## src/iprs_defines.svh

```systemverilog
// Constants for the interrupt priority and reset source block.
`ifndef IPRS_DEFINES_SVH
`define IPRS_DEFINES_SVH

// Number of interrupt numbers in the natural order table, 0 to 53.
`define IPRS_NUM_SRC 54
// Width of one user priority field and of the nibble that holds it.
`define IPRS_PRI_W 3
`define IPRS_NIB_W 4
// Number of priority configuration words, four fields in each.
`define IPRS_NUM_CFG 14
`define IPRS_CFG_IDX_W 4
// Reset value of every user priority field.
`define IPRS_PRI_RST 3'h4
// Disabled level and the highest level.
`define IPRS_PRI_OFF 3'h0
`define IPRS_PRI_MAX 3'h7
// Vector number is the interrupt number plus this offset.
`define IPRS_VEC_OFS 8'h08
// Interrupt numbers that exist; all others are reserved.
`define IPRS_IMPL_MASK 54'h0_0980_0BFF_FFFF
// Interrupt numbers fed by external pins.
`define IPRS_EXT0_NUM 0
`define IPRS_EXT1_NUM 16
`define IPRS_EXT2_NUM 23
// Program addresses of the reset jump and of its target word.
`define IPRS_BOOT_ADDR 24'h00_0000
`define IPRS_TGT_ADDR 24'h00_0002

`endif

```

## src/iprs_pkg.sv

```systemverilog
// Types shared by the interrupt priority and reset source block.
`default_nettype none
package iprs_pkg;

  // Request presented to the core.
  typedef struct packed {
    logic       valid;
    logic [7:0] vector;
    logic [2:0] level;
  } iprs_irq_t;

  // Sticky record of which error caused the last device reset.
  typedef struct packed {
    logic watchdog;
    logic uninit_ptr;
    logic illegal_op;
    logic brownout;
    logic trap_lockout;
  } iprs_cause_t;

  // Reset entry sequence.
  typedef enum logic [1:0] {
    IPRS_BOOT_JUMP,
    IPRS_BOOT_TARGET,
    IPRS_RUN
  } iprs_boot_t;

endpackage
`default_nettype wire

```

## src/iprs_reset_sources.sv

```systemverilog
// Error reset sources: detects the five error conditions and records the cause.
`default_nettype none
module iprs_reset_sources
  import iprs_pkg::*;
(
  input wire logic clk,
  input wire logic reset_n,
  input wire logic wdt_timeout,
  input wire logic uninit_ptr_use,
  input wire logic illegal_exec,
  input wire logic illegal_flush,
  input wire logic brownout_pin,
  input wire logic [3:0] trap_active,
  input wire iprs_pkg::iprs_cause_t cause_clear,
  output logic error_reset,
  output iprs_pkg::iprs_cause_t reset_cause
);
  import iprs_pkg::*;

  logic bo_meta_r, bo_sync_r;
  logic bo_meta_nxt, bo_sync_nxt;
  logic err_r, err_nxt;
  iprs_cause_t cause_r, cause_nxt, hit;
  logic multi_trap;

  // Brown-out comes from an analog comparator, so it is synchronised first.
  always_comb begin
    bo_meta_nxt = brownout_pin;
    bo_sync_nxt = bo_meta_r;
  end

  // More than one trap in the same cycle is a lockout.
  always_comb begin
    multi_trap = (trap_active & (trap_active - 4'h1)) != 4'h0;
    hit.watchdog = wdt_timeout;
    hit.uninit_ptr = uninit_ptr_use;
    hit.illegal_op = illegal_exec & ~illegal_flush;
    hit.brownout = bo_sync_r;
    hit.trap_lockout = multi_trap;
    // Exactly these five terms reset the device; a new hit beats a clear.
    err_nxt = |hit;
    cause_nxt = (cause_r & ~cause_clear) | hit;
  end

  // Cause bits survive the error reset they describe; only reset_n or cause_clear clears them.
  always_ff @(posedge clk) begin
    if (!reset_n) begin
      bo_meta_r <= 1'b0;
      bo_sync_r <= 1'b0;
      err_r <= 1'b0;
      cause_r <= '0;
    end else begin
      bo_meta_r <= bo_meta_nxt;
      bo_sync_r <= bo_sync_nxt;
      err_r <= err_nxt;
      cause_r <= cause_nxt;
    end
  end

  assign error_reset = err_r;
  assign reset_cause = cause_r;

endmodule
`default_nettype wire

```

## src/iprs_ctrl.sv

```systemverilog
// Interrupt priority arbiter with reset entry sequence and error reset sources.
//
// Function
// - Every source owns a 3-bit priority field in the low bits of one nibble.
// - Bit 3 of every priority nibble is unused and reads zero.
// - Priority 0 is lowest, 7 highest; levels 1 to 7 serve active interrupts.
// - Equal-priority simultaneous requests are split by vector table position only.
// - Natural order ranks number 0 highest and number 53 lowest.
// - Natural rank equals interrupt number; smaller number wins a tie.
// - User priority always beats natural order.
// - Vector number is interrupt number plus eight.
// - Numbers 1 to 7 are capture 1, compare 1, timers 1-2, capture 2, etc.
// - Numbers 8 to 15 are serial, converter, nonvolatile, two-wire and change sources.
// - Numbers 16 to 25 are external 1, captures, compares, timers, external 2, serial 2.
// - Number 27 is combined CAN, 39 PWM period, 40 encoder, 43 PWM fault A.
// - Reset bypasses the interrupt controller and is never vectored.
// - Reset clears state and starts fetching at program address zero.
// - First word is an absolute jump; its target follows and execution continues there.
// - Exactly five error conditions reset the device.
// - Watchdog expiry resets the device.
// - Using an uninitialised working register as pointer resets the device.
// - Executing an unused opcode traps and resets.
// - A flushed illegal opcode does not trap.
// - Brown-out resets the device; simultaneous traps force a lockout reset.
// - A priority field of zero disables its source.
// - Flags set regardless of enable; only software or a device reset clears them.
// - Only enabled pending requests take part in arbitration.
// - Core is interrupted only when winner level exceeds the CPU level.
`include "iprs_defines.svh"
`default_nettype none
module iprs_ctrl
  import iprs_pkg::*;
(
  input wire logic clk,
  input wire logic reset_n,
  input wire logic [53:0] periph_evt,
  input wire logic [2:0] ext_pin,
  input wire logic [53:0] flag_clear,
  input wire logic [53:0] request_enable_registers,
  input wire logic cfg_wr,
  input wire logic [3:0] cfg_index,
  input wire logic [15:0] cfg_wdata,
  input wire logic [3:0] cpu_priority_level,
  input wire logic wdt_timeout,
  input wire logic uninit_ptr_use,
  input wire logic illegal_exec,
  input wire logic illegal_flush,
  input wire logic brownout_pin,
  input wire logic [3:0] trap_active,
  input wire iprs_pkg::iprs_cause_t cause_clear,
  input wire logic fetch_ack,
  input wire logic [23:0] fetch_word,
  output logic [53:0] request_flag_registers,
  output logic [15:0] cfg_rdata,
  output iprs_pkg::iprs_irq_t irq,
  output logic core_reset,
  output iprs_pkg::iprs_cause_t reset_cause,
  output logic fetch_req,
  output logic [23:0] fetch_addr,
  output logic core_run,
  output logic [23:0] start_addr
);
  import iprs_pkg::*;

  localparam int NSRC = `IPRS_NUM_SRC;
  localparam int NNIB = `IPRS_NUM_CFG * 4;

  // Error reset detection lives in its own module.
  logic error_reset;
  iprs_cause_t cause_w;

  iprs_reset_sources u_reset_sources (
    .clk(clk),
    .reset_n(reset_n),
    .wdt_timeout(wdt_timeout),
    .uninit_ptr_use(uninit_ptr_use),
    .illegal_exec(illegal_exec),
    .illegal_flush(illegal_flush),
    .brownout_pin(brownout_pin),
    .trap_active(trap_active),
    .cause_clear(cause_clear),
    .error_reset(error_reset),
    .reset_cause(cause_w)
  );

  // A device reset is either the pin reset or an error reset; only the pin reset also clears the pin synchronisers and cause bits.
  logic dev_rst;
  assign dev_rst = !reset_n || error_reset;

  // ---------------- External pin synchronisers ----------------
  logic [2:0] pin_meta_r, pin_sync_r, pin_last_r;
  logic [2:0] pin_meta_nxt, pin_sync_nxt, pin_last_nxt;
  logic [2:0] pin_rise;

  // Two flops before any logic; the edge detector compares the second one with a third.
  always_comb begin
    pin_meta_nxt = ext_pin;
    pin_sync_nxt = pin_meta_r;
    pin_last_nxt = pin_sync_r;
    pin_rise = pin_sync_r & ~pin_last_r;
  end

  always_ff @(posedge clk) begin
    if (!reset_n) begin
      pin_meta_r <= 3'h0;
      pin_sync_r <= 3'h0;
      pin_last_r <= 3'h0;
    end else begin
      pin_meta_r <= pin_meta_nxt;
      pin_sync_r <= pin_sync_nxt;
      pin_last_r <= pin_last_nxt;
    end
  end

  // ---------------- Request events per interrupt number ----------------
  // Map pins onto their fixed numbers; all other numbers come from the
  // peripherals in table order, and reserved numbers are forced low.
  logic [53:0] raw_evt;
  logic [53:0] src_evt;

  always_comb begin
    raw_evt = periph_evt;
    raw_evt[`IPRS_EXT0_NUM] = pin_rise[0];
    raw_evt[`IPRS_EXT1_NUM] = pin_rise[1];
    raw_evt[`IPRS_EXT2_NUM] = pin_rise[2];
    src_evt = raw_evt & `IPRS_IMPL_MASK;
  end

  // ---------------- Request flags ----------------
  logic [53:0] flag_r, flag_nxt;

  // One flag per number; a set in the same cycle as a clear wins, so no
  // event is lost while software acknowledges an older one.
  genvar gi;
  generate
    for (gi = 0; gi < NSRC; gi = gi + 1) begin : g_flag
      always_comb begin
        flag_nxt[gi] = (flag_r[gi] & ~flag_clear[gi]) | src_evt[gi];
      end
    end
  endgenerate

  always_ff @(posedge clk) begin
    if (dev_rst) begin
      flag_r <= 54'h0;
    end else begin
      flag_r <= flag_nxt;
    end
  end

  // ---------------- Priority configuration ----------------
  logic [2:0] pri_r [NNIB];
  logic [2:0] pri_nxt [NNIB];
  logic [15:0] rdata_r, rdata_nxt;

  // Only the low three bits of each written nibble are stored.
  always_comb begin
    for (int n = 0; n < NNIB; n++) begin
      pri_nxt[n] = pri_r[n];
      if (cfg_wr && (cfg_index == 4'(n / 4))) begin
        pri_nxt[n] = cfg_wdata[(n % 4) * 4 +: 3];
      end
    end
  end

  // Readback of the selected word; the unused top bit of each nibble is 0.
  always_comb begin
    rdata_nxt = 16'h0000;
    for (int k = 0; k < 4; k++) begin
      if (cfg_index < 4'(`IPRS_NUM_CFG)) begin
        rdata_nxt[k * 4 +: 4] = {1'b0, pri_nxt[int'(cfg_index) * 4 + k]};
      end
    end
  end

  always_ff @(posedge clk) begin
    if (dev_rst) begin
      for (int n = 0; n < NNIB; n++) begin
        pri_r[n] <= `IPRS_PRI_RST;
      end
      rdata_r <= 16'h0000;
    end else begin
      for (int n = 0; n < NNIB; n++) begin
        pri_r[n] <= pri_nxt[n];
      end
      rdata_r <= rdata_nxt;
    end
  end

  // ---------------- Arbiter ----------------
  logic [53:0] eligible;
  logic [2:0] best_lvl;
  logic [5:0] best_num;
  logic best_hit;

  // Scan from the lowest natural rank upward with a greater-or-equal test,
  // so among equal levels the smallest number is kept last. A full linear
  // scan is a long path but fits easily at this clock rate.
  always_comb begin
    best_lvl = `IPRS_PRI_OFF;
    best_num = 6'h00;
    best_hit = 1'b0;
    for (int s = 0; s < NSRC; s++) begin
      eligible[s] = flag_r[s] & request_enable_registers[s]
                    & (pri_r[s] != `IPRS_PRI_OFF);
    end
    for (int s = NSRC - 1; s >= 0; s--) begin
      if (eligible[s] && (pri_r[s] >= best_lvl)) begin
        best_lvl = pri_r[s];
        best_num = 6'(s);
        best_hit = 1'b1;
      end
    end
  end

  // ---------------- Request to the core ----------------
  iprs_irq_t irq_r, irq_nxt;
  iprs_boot_t boot_r, boot_nxt;

  // No request is offered while booting; the level compare uses the full
  // four-bit CPU level, so trap levels 8 and up mask everything.
  always_comb begin
    irq_nxt.valid = best_hit && (boot_r == IPRS_RUN)
                    && ({1'b0, best_lvl} > cpu_priority_level);
    irq_nxt.vector = best_hit ? (8'(best_num) + `IPRS_VEC_OFS) : 8'h00;
    irq_nxt.level = best_hit ? best_lvl : `IPRS_PRI_OFF;
  end

  // ---------------- Reset entry sequence ----------------
  logic run_r, run_nxt;
  logic [23:0] faddr_r, faddr_nxt;
  logic freq_r, freq_nxt;
  logic [23:0] start_r, start_nxt;
  logic crst_r, crst_nxt;

  // After any reset the core fetches the jump at address zero, then the
  // target word that follows it, and then runs from that target.
  always_comb begin
    boot_nxt = boot_r;
    faddr_nxt = faddr_r;
    freq_nxt = freq_r;
    start_nxt = start_r;
    crst_nxt = 1'b0;
    case (boot_r)
      IPRS_BOOT_JUMP: begin
        if (fetch_ack) begin
          boot_nxt = IPRS_BOOT_TARGET;
          faddr_nxt = `IPRS_TGT_ADDR;
        end
      end
      IPRS_BOOT_TARGET: begin
        if (fetch_ack) begin
          boot_nxt = IPRS_RUN;
          freq_nxt = 1'b0;
          start_nxt = fetch_word;
        end
      end
      IPRS_RUN: begin
        freq_nxt = 1'b0;
      end
      default: begin
        boot_nxt = IPRS_BOOT_JUMP;
        faddr_nxt = `IPRS_BOOT_ADDR;
        freq_nxt = 1'b1;
      end
    endcase
    // The run flag is registered so that core_run leaves a flop directly.
    run_nxt = (boot_nxt == IPRS_RUN);
  end

  // A reset drives the sequence straight to address zero, never through
  // the arbiter, and holds the core in reset for that cycle.
  always_ff @(posedge clk) begin
    if (dev_rst) begin
      boot_r <= IPRS_BOOT_JUMP;
      faddr_r <= `IPRS_BOOT_ADDR;
      freq_r <= 1'b1;
      start_r <= `IPRS_BOOT_ADDR;
      crst_r <= 1'b1;
      run_r <= 1'b0;
      irq_r <= '0;
    end else begin
      boot_r <= boot_nxt;
      faddr_r <= faddr_nxt;
      freq_r <= freq_nxt;
      start_r <= start_nxt;
      crst_r <= crst_nxt;
      run_r <= run_nxt;
      irq_r <= irq_nxt;
    end
  end

  // Every output is a flop.
  assign request_flag_registers = flag_r;
  assign cfg_rdata = rdata_r;
  assign irq = irq_r;
  assign core_reset = crst_r;
  assign reset_cause = cause_w;
  assign fetch_req = freq_r;
  assign fetch_addr = faddr_r;
  assign core_run = run_r;
  assign start_addr = start_r;

endmodule
`default_nettype wire

```

## config.mk

```make
export PLATFORM = sky130hd
export DESIGN_NAME = iprs_ctrl
export DESIGN_NICKNAME = d
export VERILOG_FILES = /design/src/iprs_pkg.sv /design/src/iprs_reset_sources.sv /design/src/iprs_ctrl.sv
export VERILOG_INCLUDE_DIRS = /design/src
export SDC_FILE = /design/constraint.sdc
export NUM_CORES = 1
export LEC_CHECK = 0
export BUFFER_PORTS_ARGS = -buffer_cell sky130_fd_sc_hd__buf_4
export CAP_MARGIN = 0
export CORE_ASPECT_RATIO = 1.2
export CORE_MARGIN = 4
export CORE_UTILIZATION = 45
export DETAILED_ROUTE_END_ITERATION = 8
export PLACE_DENSITY_LB_ADDON = 0.12
export SLEW_MARGIN = 20
export SYNTH_ARGS = -nofsm -noshare
export SYNTH_HDL_FRONTEND = slang
export SYNTH_SLANG_ARGS = --single-unit
export TNS_END_PERCENT = 10
```

## constraint.sdc

```tcl
create_clock -name clk -period 107.8 [get_ports clk]
set_input_delay 10.78 -clock clk [delete_from_list [all_inputs] [get_ports clk]]
set_output_delay 10.78 -clock clk [all_outputs]
set_load 0.01 [all_outputs]
```

==> results.txt, run 1 <==
The run finished with clean final reports. The number of buffers created by CTS came out at 35. The maximum fanout count along the critical path is 7. The cell depth of the worst flop-to-flop path is approximately 390.

The cell area after technology mapping is about 21000 µm². CTS placed an instance of clkbuf_16 at the clock tree root. The library cell appearing most often on the critical path is ha_1. Across all register-to-register paths, the minimum setup slack is approximately 26 ns.

The remaining number of nets flagged by the antenna check after routing came out at 0. In this run the static leakage power is around 10 nW. The peak clock frequency supported by timing is approximately 11 MHz.

The pre-antenna-repair detailed-routing pass consisted of 5 iterations. The layout net count is around 3400. The number of setup violations in the final report is 0.

The maximum number of pins on one net before global-route repair came out at 108. The count of different cell masters after synthesis came out at approximately 100. The flop and latch count out of synthesis came out at 292. During synthesis, Yosys emitted a total of 0 warnings. The number of enable flip-flop cells after synthesis came out at 0. The largest individual stage delay along the critical path comes from the cell o31ai_1. The start-to-end type of the worst setup path is in2reg. The pin slew with the least headroom to its limit came out at 1.02 ns. For this run, the leading register cell type out of synthesis is dfxtp_1. The count of unresolved DRC violations after routing is 0. The total clock sinks came out at a little under 300.

The initial core utilization came out at 0.455. The required arrival time at the worst endpoint is 108.28 ns. The max capacitance violation total is 0. The setup TNS is 0 ns. The area of the placeable core came out at between 40000 and 50000 µm². The die boundary width came out at just over 200 µm. The share of flip-flops with an asynchronous set or reset after synthesis came out at 0. The first global-routing pass estimated about 110000 µm of wire. The number of antenna violations at the first check in global routing came out at 4. The final number of max-transition violations came to 0. The via-per-instance ratio is 5.91. The area enclosed by the die boundary is about 50000 µm². The final hold violation count came out at 0. The number of instances in the placed design is between 3000 and 4000.

The half-perimeter wire length after detailed placement is ~55000 µm. The count of buffers from port buffering is just over 300. The routed layout has between 20000 and 25000 vias. The endpoint kind of the worst setup timing path is a flop.

Setup repair after global routing left no endpoint under its margin. In the global route stage, overall resource usage came out at 0.278. The overall routed net length came out at roughly 73000 µm. The clock slew seen by the registers of the worst setup and hold paths is about 0.06 ns. The clock arrives with 0.0144 ns of skew. The count of pins on the block boundary is 369. The H-tree depth came out at 2. Synthesis produced a netlist whose cell count is between 2000 and 3000.

The clock latency at the later pin of the worst-skew pair is between 0.5 and 0.6 ns. The detail-routed net length per standard cell came out at ~19 µm. The register area share after synthesis came out at 0.280.

The fraction of layout cells with a size suffix above 1 came out at 0.146. The share of the cycle needed by the critical path after routing came out at 0.850. Dividing total power by cell area gives a power density of between 10 and 15 nW/µm². The instance count along the most critical hold path is 1. The critical path data arrival time came out at a little over 90 ns. The number of gates resized after cts came out at 0.

The die boundary height is roughly 240 µm. The TritonCTS clock tree is built. The worst-case IR drop observed on VDD is roughly 0.011 mV. The relative slew slack came out at 0.323. The final period demand of the worst path is about 92 ns. The maximum clock insertion buffer count is 3.

The number of global-route vias before repair came out at ~21000. After detailed placement, the total cell area comes to 23400 µm². The placer's final routability congestion estimate is 0.970. The number of post-CTS setup repair buffers came out at 0. STA classifies the critical path startpoint as a primary input. In this run the worst hold path is classified as reg2reg. The growth of design area from synthesis to finish came out at 17.8%. The floorplan has 86 rows. The final non-filler cell total came out at approximately 3800. The starting DRC count in detailed routing came out at approximately 1800.

The number of hold buffers added after CTS was 0. Once layout is done, the placed cells without fillers occupy approximately 25000 µm². The largest incremental delay on the critical path came out at between 0.5 and 0.6 ns. The sum of overflow across all layers after global routing came out at 0.

Each instance of the synthesized netlist takes up on average 7.11 µm². The count of filler cells inserted in the layout is around 4500.
## state kept, by name, summed over array words and instances (netlist names)
signal and count:
irq 11, pin_last_nxt 3, core_reset 1, u_reset_sources.bo_meta_r 1, pin_last_r 3, pri_r 168
start_addr 24, u_reset_sources.bo_sync_r 1, u_reset_sources.error_reset 1, fetch_addr 1, fetch_req 1, u_reset_sources.reset_cause 5
cfg_rdata 12, pin_meta_r 3, core_run 1, boot_r 2, request_flag_registers 54
## synthesized netlist by cell type (21+ instances only)
master    number  area share
a211oi_1      29       0.010
a21oi_1      337       0.081
a31oi_1       21      0.0063
and2_1        44       0.013
and3_1        34       0.010
buf_4         28       0.010
clkbuf_1     127       0.023
dfxtp_1      292        0.28
ha_1          66       0.040
inv_1        138       0.025
mux2i_1       74       0.035
nand2_1      573        0.10
nand2b_1      81       0.024
nand3_1      111       0.027
nor2_1       257       0.046
nor2b_1       25      0.0075
nor3_1        61       0.015
nor3b_1       29       0.010
o211ai_1      55       0.020
o21a_1        29       0.010
o21ai_0      122       0.029
## power by group
group          total (mW)  switching (mW)  internal, mW
registers           0.112         0.00198         0.110
clock network       0.126          0.0504        0.0757
logic              0.0460          0.0276        0.0184
## per-stage QoR
| stage | util | power [mW] | worst slack (ns) | hold WS, ns |
|---|---|---|---|---|
| floorplan | - | 0.143 | 26.39 | 0.412 |
| global placement | 0.509 | 0.159 | 18.45 | 0.417 |
| detailed placement | 0.509 | 0.160 | 16.35 | 0.418 |
| CTS | 0.536 | 0.286 | 16.73 | 0.436 |
| global route | 0.536 | 0.294 | 9.31 | 0.444 |
| finish | 0.536 | 0.284 | 16.20 | 0.432 |
## cell families (layout without fill, tap and decap cells)
group           Yosys count  count (layout)  share of synthesized area
other cells               1              30                   0.000179
compound gates          846             846                      0.267
flops                   292             292                      0.280
simple gates           1307            1307                      0.288
mux                     101             101                     0.0574
buf+inv                 309             516                     0.0606
fa+ha+maj                83              83                     0.0477
## area by class of cell
type	instances	area (µm²)	share of cell area
Sequential cell	292	5850	0.237
Clock inverter	17	238	0.00965
Tap cell	616	771	0.0313
Antenna cell	1	2.50	0.000102
Multi-Input combinational cell	2366	13900	0.565
Inverter	139	527	0.0214
Clock buffer	45	965	0.0392
Timing Repair Buffer	315	2360	0.0960
## worst paths after layout
path                                                    from               to
worst min register to register                 pin_meta_r[0]  pin_last_nxt[0]
worst max register to register    request_flag_registers[53]          irq[11]
worst min-delay path                           pin_meta_r[0]  pin_last_nxt[0]
worst max-delay path            request_enable_registers[53]          irq[11]
## cells in the final DEF, fill, tap and decap left out, types with 17 or more instances in the layout
cell type and instances:
inv_1 138, and3_1 34, nand2_1 573, a211oi_1 29, clkbuf_16 36, buf_4 315
conb_1 29, nor2b_1 25, nand3_1 111, ha_1 66, mux2i_1 74, and2_1 44
o211ai_1 55, a21o_1 20, nand4_1 18, o22ai_1 19, maj3_1 17, dfxtp_1 292
o211a_1 20, o21ai_0 122, o31ai_1 20, or3_1 18, nor3_1 60, a31oi_1 21
nor2_1 254, o21a_1 29, nor3b_1 29, a21oi_1 337, nand2b_1 81
## critical path, delay by kind of cell
family                     cells  cell delay, ns
muxes                         14            4.79
AOI/OAI and AO/OA            151           32.63
and+or+nand+nor              153           24.62
adders and majority gates     65           18.63
buffers and inverters          6            0.61
## routing by layer
| layer | track usage | wire, µm | vias up |
|---|---|---|---|
| met3 | 0.0398 | 5050 | 153 |
| met5 | 0 | 40 | - |
| met1 | 0.354 | 30300 | 10600 |
| li1 | - | - | 10800 |
| met2 | 0.484 | 35600 | 839 |
| met4 | 0.0934 | 2420 | 6 |
No activity file was read; power rests on OpenSTA's default activity.
==> run 2: changes to the inputs <==
==> constraint.sdc (replaced) <==
create_clock -name clk -period 92 [get_ports clk]
set_input_delay 9.2 -clock clk [delete_from_list [all_inputs] [get_ports clk]]
set_output_delay 9.2 -clock clk [all_outputs]
set_load 0.01 [all_outputs]
==> results.txt, run 2 (synthesis gave the netlist of run 1 again) <==
The run finished with clean final reports. The library cell used most frequently in the layout, excluding fill and tap cells, is nand2_1. The number of clock buffers added by TritonCTS is 35. The area enclosed by the die boundary came out at 50000 µm². The instance count along the most critical hold path came out at 1. The min-delay analysis places its worst path in the category reg2reg. The critical path data arrival time is 86.36 ns. The count of pins on the block boundary came out at roughly 370.

The critical path is of the in2reg type. The sum of overflow across all layers after global routing is 0. The cell area reported after detailed placement is 23400 µm².

The worst hold slack across all endpoints is between 0.4 and 0.5 ns. The maximum clock insertion buffer count is 3. The pin slew with the least headroom to its limit came out at 1.14 ns.

The final worst slack is between 6 and 7 ns. In the final routed layout, each cell accounts on average for 19.4 µm. For the finished layout, the period the worst path requires is ~86 ns. The max capacitance violation total came out at 0. The share of the cycle needed by the critical path after routing came out at 0.933. Entering global routing, the biggest net connects around 110 pins. The clock latency at the later pin of the worst-skew pair came out at 0.56 ns. The net count of the finished layout is 3452. The placer's final routability congestion estimate came out at around 0.97.

The via count came out at ~22000. Summing all multi-input logic gate instances after layout gives ~14000 µm². The cell at the slowest stage of the critical path is or3_1. The total global routing track utilization is 0.280. The first routing iteration left roughly 1700 violations. After routing the design area is 24900 µm². For this design the static power due to leakage is just over 10 nW. The growth of design area from synthesis to finish came out at 19.0%.

The register with the most flip-flops in the layout has 168 of them. The total power consumption of the routed design is 339 µW. The worst vdd rail ir drop is between 0.01 and 0.015 mV. TritonCTS built the clock tree. Detailed placement finished with a half-perimeter wire length of roughly 55000 µm. The die boundary width came out at 205 µm. The final number of max-transition violations is 0. The clock root buffer is clkbuf_16. The die boundary height came out at 244 µm. For this run, design rule violations remaining after detail routing come to 0. The remaining number of nets flagged by the antenna check after routing is 0.

Input and output buffers added on the ports amount to 309. The worst register-to-register path begins at request_flag_registers[53]. The worst setup timing slack at the placement stage is around 2.3 ns. The cell depth of the worst flop-to-flop path is just under 400.

The worst setup path is launched from a primary input. The region available for standard cell placement spans approximately 46000 µm². For this run, the slowest stage of the critical path takes 0.51 ns. The via-per-instance ratio came out at around 5.9. The clock slew seen by the registers of the worst setup and hold paths is ~0.06 ns. For this configuration, the core starts out at a cell density of 0.455.

The H-tree was split into 2 levels. Timing would allow up to 11.6 MHz. The number of antenna violations at the first check in global routing is 4. The count of filler cells inserted in the layout came out at 4485. The worst-case register-to-register setup slack is between 10 and 15 ns. The first detailed-routing pass ran for 6 iterations. The total clock sinks is 292. The overall routed net length came out at approximately 74000 µm. The most numerous cell type found on the critical path is ha_1. The worst setup path is captured at a flop.

The endpoint identified for the worst register-to-register timing path is irq[11]. Counting flops per register, the top entry is pri_r. The relative slew slack came out at 0.240. The floorplan row count came out at 86. The number of setup violations in the final report is 0. In this run the most critical hold path is launched from pin_meta_r[2].

For hold timing, the worst endpoint is pin_last_nxt[2]. The final hold violation count is 0. The number of global-route vias before repair is 21000. The fraction of layout cells with a size suffix above 1 is 0.156. The total power density per cell area is roughly 14 nW/µm². The clock skew came out at 0.0181 ns.

Leaving out fill and tap cells, the most frequent cells in the layout are 573 x nand2_1, 332 x a21oi_1, 321 x buf_4, 292 x dfxtp_1, 254 x nor2_1. The wire length of the first global-routing pass came out at roughly 110000 µm. For the worst setup path, the data required time is between 90 and 100 ns.

The maximum fanout count along the critical path is 7. The flip-flop and latch area is roughly 5800 µm². The utilization after layout came out at 0.541.
==> run 2: cell types whose count changed in the layout (fill, tap and decap cells not counted), sizes merged <==
| cell | before | now |
|---|---|---|
| buf | 315 | 321 |
| bufinv | 5 | 6 |
| clkbuf | 45 | 47 |
| clkinv | 8 | 5 |
| clkinvlp | 2 | 3 |
==> run 2: through the flow <==
stage | cells | setup TNS, ns
after CTS | 3791 | 0
after global routing | 3797 | -0.134
after detailed placement | 3728 | 0
final | 3798 | 0
after global placement | 3728 | 0
after floorplan | 2967 | 0
==> run 2: where the power goes <==
group,internal [mW],switching (mW),total [mW],leakage (nW)
sequential,0.129,0.00231,0.131,2.37
combinational,0.0218,0.0327,0.0545,7.30
clock,0.0940,0.0591,0.153,0.610
==> run 2: what timing repair did <==
| item | 4_1_cts | 5_1_grt |
|---|---|---|
| gates resized for setup | 0 | 38 |
| setup buffers | 0 | 6 |
| hold buffers | 0 | 0 |
| setup endpoints to repair | 0 | 10 |
==> run 2: area by class of cell <==
type / count / area share
diodes: 1 / 0.000101
clock buffers: 47 / 0.0403
clock inverters: 16 / 0.0105
inverters: 139 / 0.0212
multi-input cells: 2366 / 0.565
flip-flops and latches: 292 / 0.235
well taps: 616 / 0.0310
repair buffers: 321 / 0.0969
==> run 2: worst max-delay path by stage <==
| stage | from | to | slack, ns | cells after the start |
|---|---|---|---|---|
| after floorplan | request_enable_registers[53] | irq[11] | 12.17 | 383 |
| after global placement | request_enable_registers[53] | irq[11] | 4.23 | 389 |
| after detailed placement | request_enable_registers[53] | irq[11] | 2.31 | 388 |
| after CTS | request_enable_registers[53] | irq[11] | 2.61 | 388 |
| after global routing | request_enable_registers[53] | irq[11] | -0.1 | 396 |
| final | request_enable_registers[53] | irq[11] | 6.13 | 391 |
==> run 2: critical path: cells and delay by family <==
| family | cells | cell delay (ns) |
|---|---|---|
| simple gates | 144 | 21.91 |
| mux | 14 | 4.65 |
| fa+ha+maj | 65 | 18.49 |
| buf+inv | 9 | 0.87 |
| compound gates | 159 | 31.15 |
==> run 2: per-layer routing <==
metal	vias to the layer above	wire (µm)	track usage
li1	10900	-	-
met1	10500	30400	0.357
met2	838	35800	0.485
met3	166	5190	0.0436
met4	6	2400	0.0893
met5	-	42	0
==> run 3: changes to the inputs <==
--- a/config.mk
+++ b/config.mk
@@ -13,6 +13,7 @@
 export CORE_UTILIZATION = 45
 export DETAILED_ROUTE_END_ITERATION = 8
 export PLACE_DENSITY_LB_ADDON = 0.12
+export REMOVE_ABC_BUFFERS = 1
 export SLEW_MARGIN = 20
 export SYNTH_ARGS = -nofsm -noshare
 export SYNTH_HDL_FRONTEND = slang
==> results.txt, run 3 (synthesis gave the netlist of run 1 again) <==
The total clock sinks is about 290. The growth of design area from synthesis to finish is 18.7%. The detail-routed net length per standard cell is 19.6 µm. The path with the worst hold slack has its endpoint at pin_last_nxt[2]. The worst register-to-register path has a depth of a little under 400. The start-to-end type of the worst setup path is in2reg. Across all hold checks on the routed design, the worst slack comes to between 0.4 and 0.5 ns.

Once placement completed, the tool counted placed cells totaling 3730. The final period demand of the worst path is around 86 ns. The part of the total power dissipated in combinational logic is 0.167. The switching power of the nets is just over 90 µW. In this run the most critical hold path is launched from pin_meta_r[2]. In this run, CTS created clock tree buffers numbering 35.

The final number of max-transition violations came out at 0. The floorplan row count came out at between 80 and 90. The count of filler cells inserted in the layout came out at approximately 4500.

Setup violations remaining at the end of the flow were counted as 0. Of the total power, the share spent switching nets is 0.285. The H-tree depth came out at 2. The via count is between 20000 and 25000. Leaving out fill and tap cells, the most frequent cells in the layout are 573 x nand2_1, 332 x a21oi_1, 323 x buf_4, 292 x dfxtp_1, 253 x nor2_1. The worst setup path is launched from a primary input. The count of pins on the block boundary is ~370.

The initial core utilization is 0.455. The run finished with clean final reports. The relative slew slack came out at 0.320.

The clock slew seen by the registers of the worst setup and hold paths came out at approximately 0.060 ns. The count of unresolved DRC violations after routing came out at 0. The largest incremental delay on the critical path came out at ~0.5 ns. The clock latency at the later pin of the worst-skew pair is between 0.5 and 0.6 ns.

The fraction of layout cells with a size suffix above 1 is 0.157. The first global-routing pass estimated 114000 µm of wire. Along the worst path, the maximum fanout reaches 7. The die boundary width came out at 205 µm. The starting DRC count in detailed routing came out at 1785. The area enclosed by the die boundary is 50000 µm². At the end of routability-driven placement, the weighted congestion stood at 0.983. The static leakage came out at 10.2 nW. The register share of total power came out at 0.401. The clock skew is ~0.015 ns.

The library cell used most frequently in the layout, excluding fill and tap cells, is nand2_1. In this run the clock root is driven by a clkbuf_16. The die boundary height is 244 µm.

Once detail routing completed, the nets flagged for antenna violations numbered 0. Summed over all layers, the routed wires come to ~74000 µm. The sum of overflow across all layers after global routing came out at 0. The number of flip-flops in the largest register came out at approximately 170. The count of buffers from port buffering is between 300 and 400. The peak clock frequency supported by timing came out at approximately 12 MHz. The final non-filler cell total came out at between 3000 and 4000. The number of optimization iterations in the first detailed-route pass is 6. The tightest min-delay check is of the reg2reg type.

Data arrives at the worst endpoint at 86.55 ns. The core region is roughly 46000 µm². The number of global-route vias before repair is approximately 21000. The share of the cycle needed by the critical path after routing came out at 0.936.

The endpoint kind of the worst setup timing path is a flop. The maximum clock insertion buffer count is 3. In this run the worst setup path begins at request_enable_registers[53]. The cell-internal power is between 200 and 250 µW. The total global routing track utilization is 0.281. The layout net count is 3454. The pin slew with the least headroom to its limit is roughly 1.0 ns. At the worst endpoint, the required time is slightly above 90 ns. In this run the critical register-to-register path is captured at irq[11].

The max capacitance violation total is 0. The antenna diode instance count came out at 0. By instance count, the cell type seen most on the critical path is ha_1. The cell at the slowest stage of the critical path is o41ai_4. The total power density per cell area came out at roughly 13 nW/µm². The half-perimeter wire length after detailed placement is between 50000 and 60000 µm. In this run the critical register-to-register path is launched from pri_r[53][2]. The register with the most flip-flops in the final layout is pri_r. The count of hold buffers inserted by post-cts repair came out at 0.

The final hold violation count is 0. Of the total power, the clock network draws 0.432. The worst vdd rail ir drop is between 0.01 and 0.015 mV. The number of antenna violations at the first check in global routing is 0. The via-per-instance ratio is ~6.

The worst-case register-to-register setup slack came out at 14.23 ns. The instance count along the most critical hold path came out at 1. The maximum number of pins on one net before global-route repair is between 80 and 90. TritonCTS built the clock tree.
run 3: power by group through the flow:
| stage | combinational (mW) | clock [mW] | sequential (mW) |
|---|---|---|---|
| 3_5_place_dp | 0.0534 | 0 | 0.134 |
| 4_1_cts | 0.0536 | 0.144 | 0.131 |
| 6_report | 0.0548 | 0.141 | 0.131 |
| 3_3_place_gp | 0.0523 | 0 | 0.134 |
| 2_1_floorplan | 0.0289 | 0 | 0.134 |
| 5_1_grt | 0.0602 | 0.149 | 0.131 |
run 3: metrics by stage:
| stage | total power, mW | setup WS (ns) | setup TNS, ns | utilization | instance area (µm²) |
|---|---|---|---|---|---|
| after floorplan | 0.163 | 12.17 | 0 | - | 20300 |
| after global placement | 0.186 | 3.89 | 0 | 0.510 | 23400 |
| after detailed placement | 0.187 | 1.95 | 0 | 0.510 | 23400 |
| after CTS | 0.329 | 2.14 | 0 | 0.535 | 24600 |
| after global routing | 0.340 | -0.0971 | -0.0971 | 0.540 | 24800 |
| final | 0.327 | 5.91 | 0 | 0.540 | 24800 |
run 3: layer usage:
layer | track usage | vias up | share of wire
li1 | - | 10900 | -
met1 | 0.359 | 10600 | 0.42
met2 | 0.483 | 853 | 0.48
met3 | 0.0359 | 163 | 0.064
met4 | 0.107 | 0 | 0.038
met5 | 0 | - | 0
run 3: worst max-delay path by stage:
stage                     cells after the start  slack [ns]       to
after floorplan                             383       12.17  irq[11]
after global placement                      389        3.89  irq[11]
after detailed placement                    390        1.95  irq[11]
after CTS                                   390        2.14  irq[11]
after global routing                        397        -0.1  irq[11]
final                                       395        5.91  irq[11]
run 3: repair_timing:
| action | 4_1_cts | 5_1_grt |
|---|---|---|
| buffers inserted | 0 | 6 |
| setup endpoints to repair | 0 | 10 |
| resized for setup | 0 | 45 |
run 3: critical path, delay by kind of cell:
| kind | cells | cell delay [ns] |
|---|---|---|
| AOI/OAI and AO/OA | 155 | 30.30 |
| adders and majority gates | 65 | 18.50 |
| buffers and inverters | 10 | 1.05 |
| muxes | 14 | 4.67 |
| and+or+nand+nor | 151 | 22.78 |
run 3: layout make-up:
| class | instances | area, µm² | area share |
|---|---|---|---|
| clock buffer | 51 | 1020 | 0.0410 |
| inverter | 139 | 527 | 0.0212 |
| multi-input combinational | 2366 | 14100 | 0.568 |
| clock inverter | 12 | 133 | 0.00534 |
| timing repair buffer | 323 | 2420 | 0.0977 |
| sequential | 292 | 5850 | 0.236 |
| tap | 616 | 771 | 0.0311 |
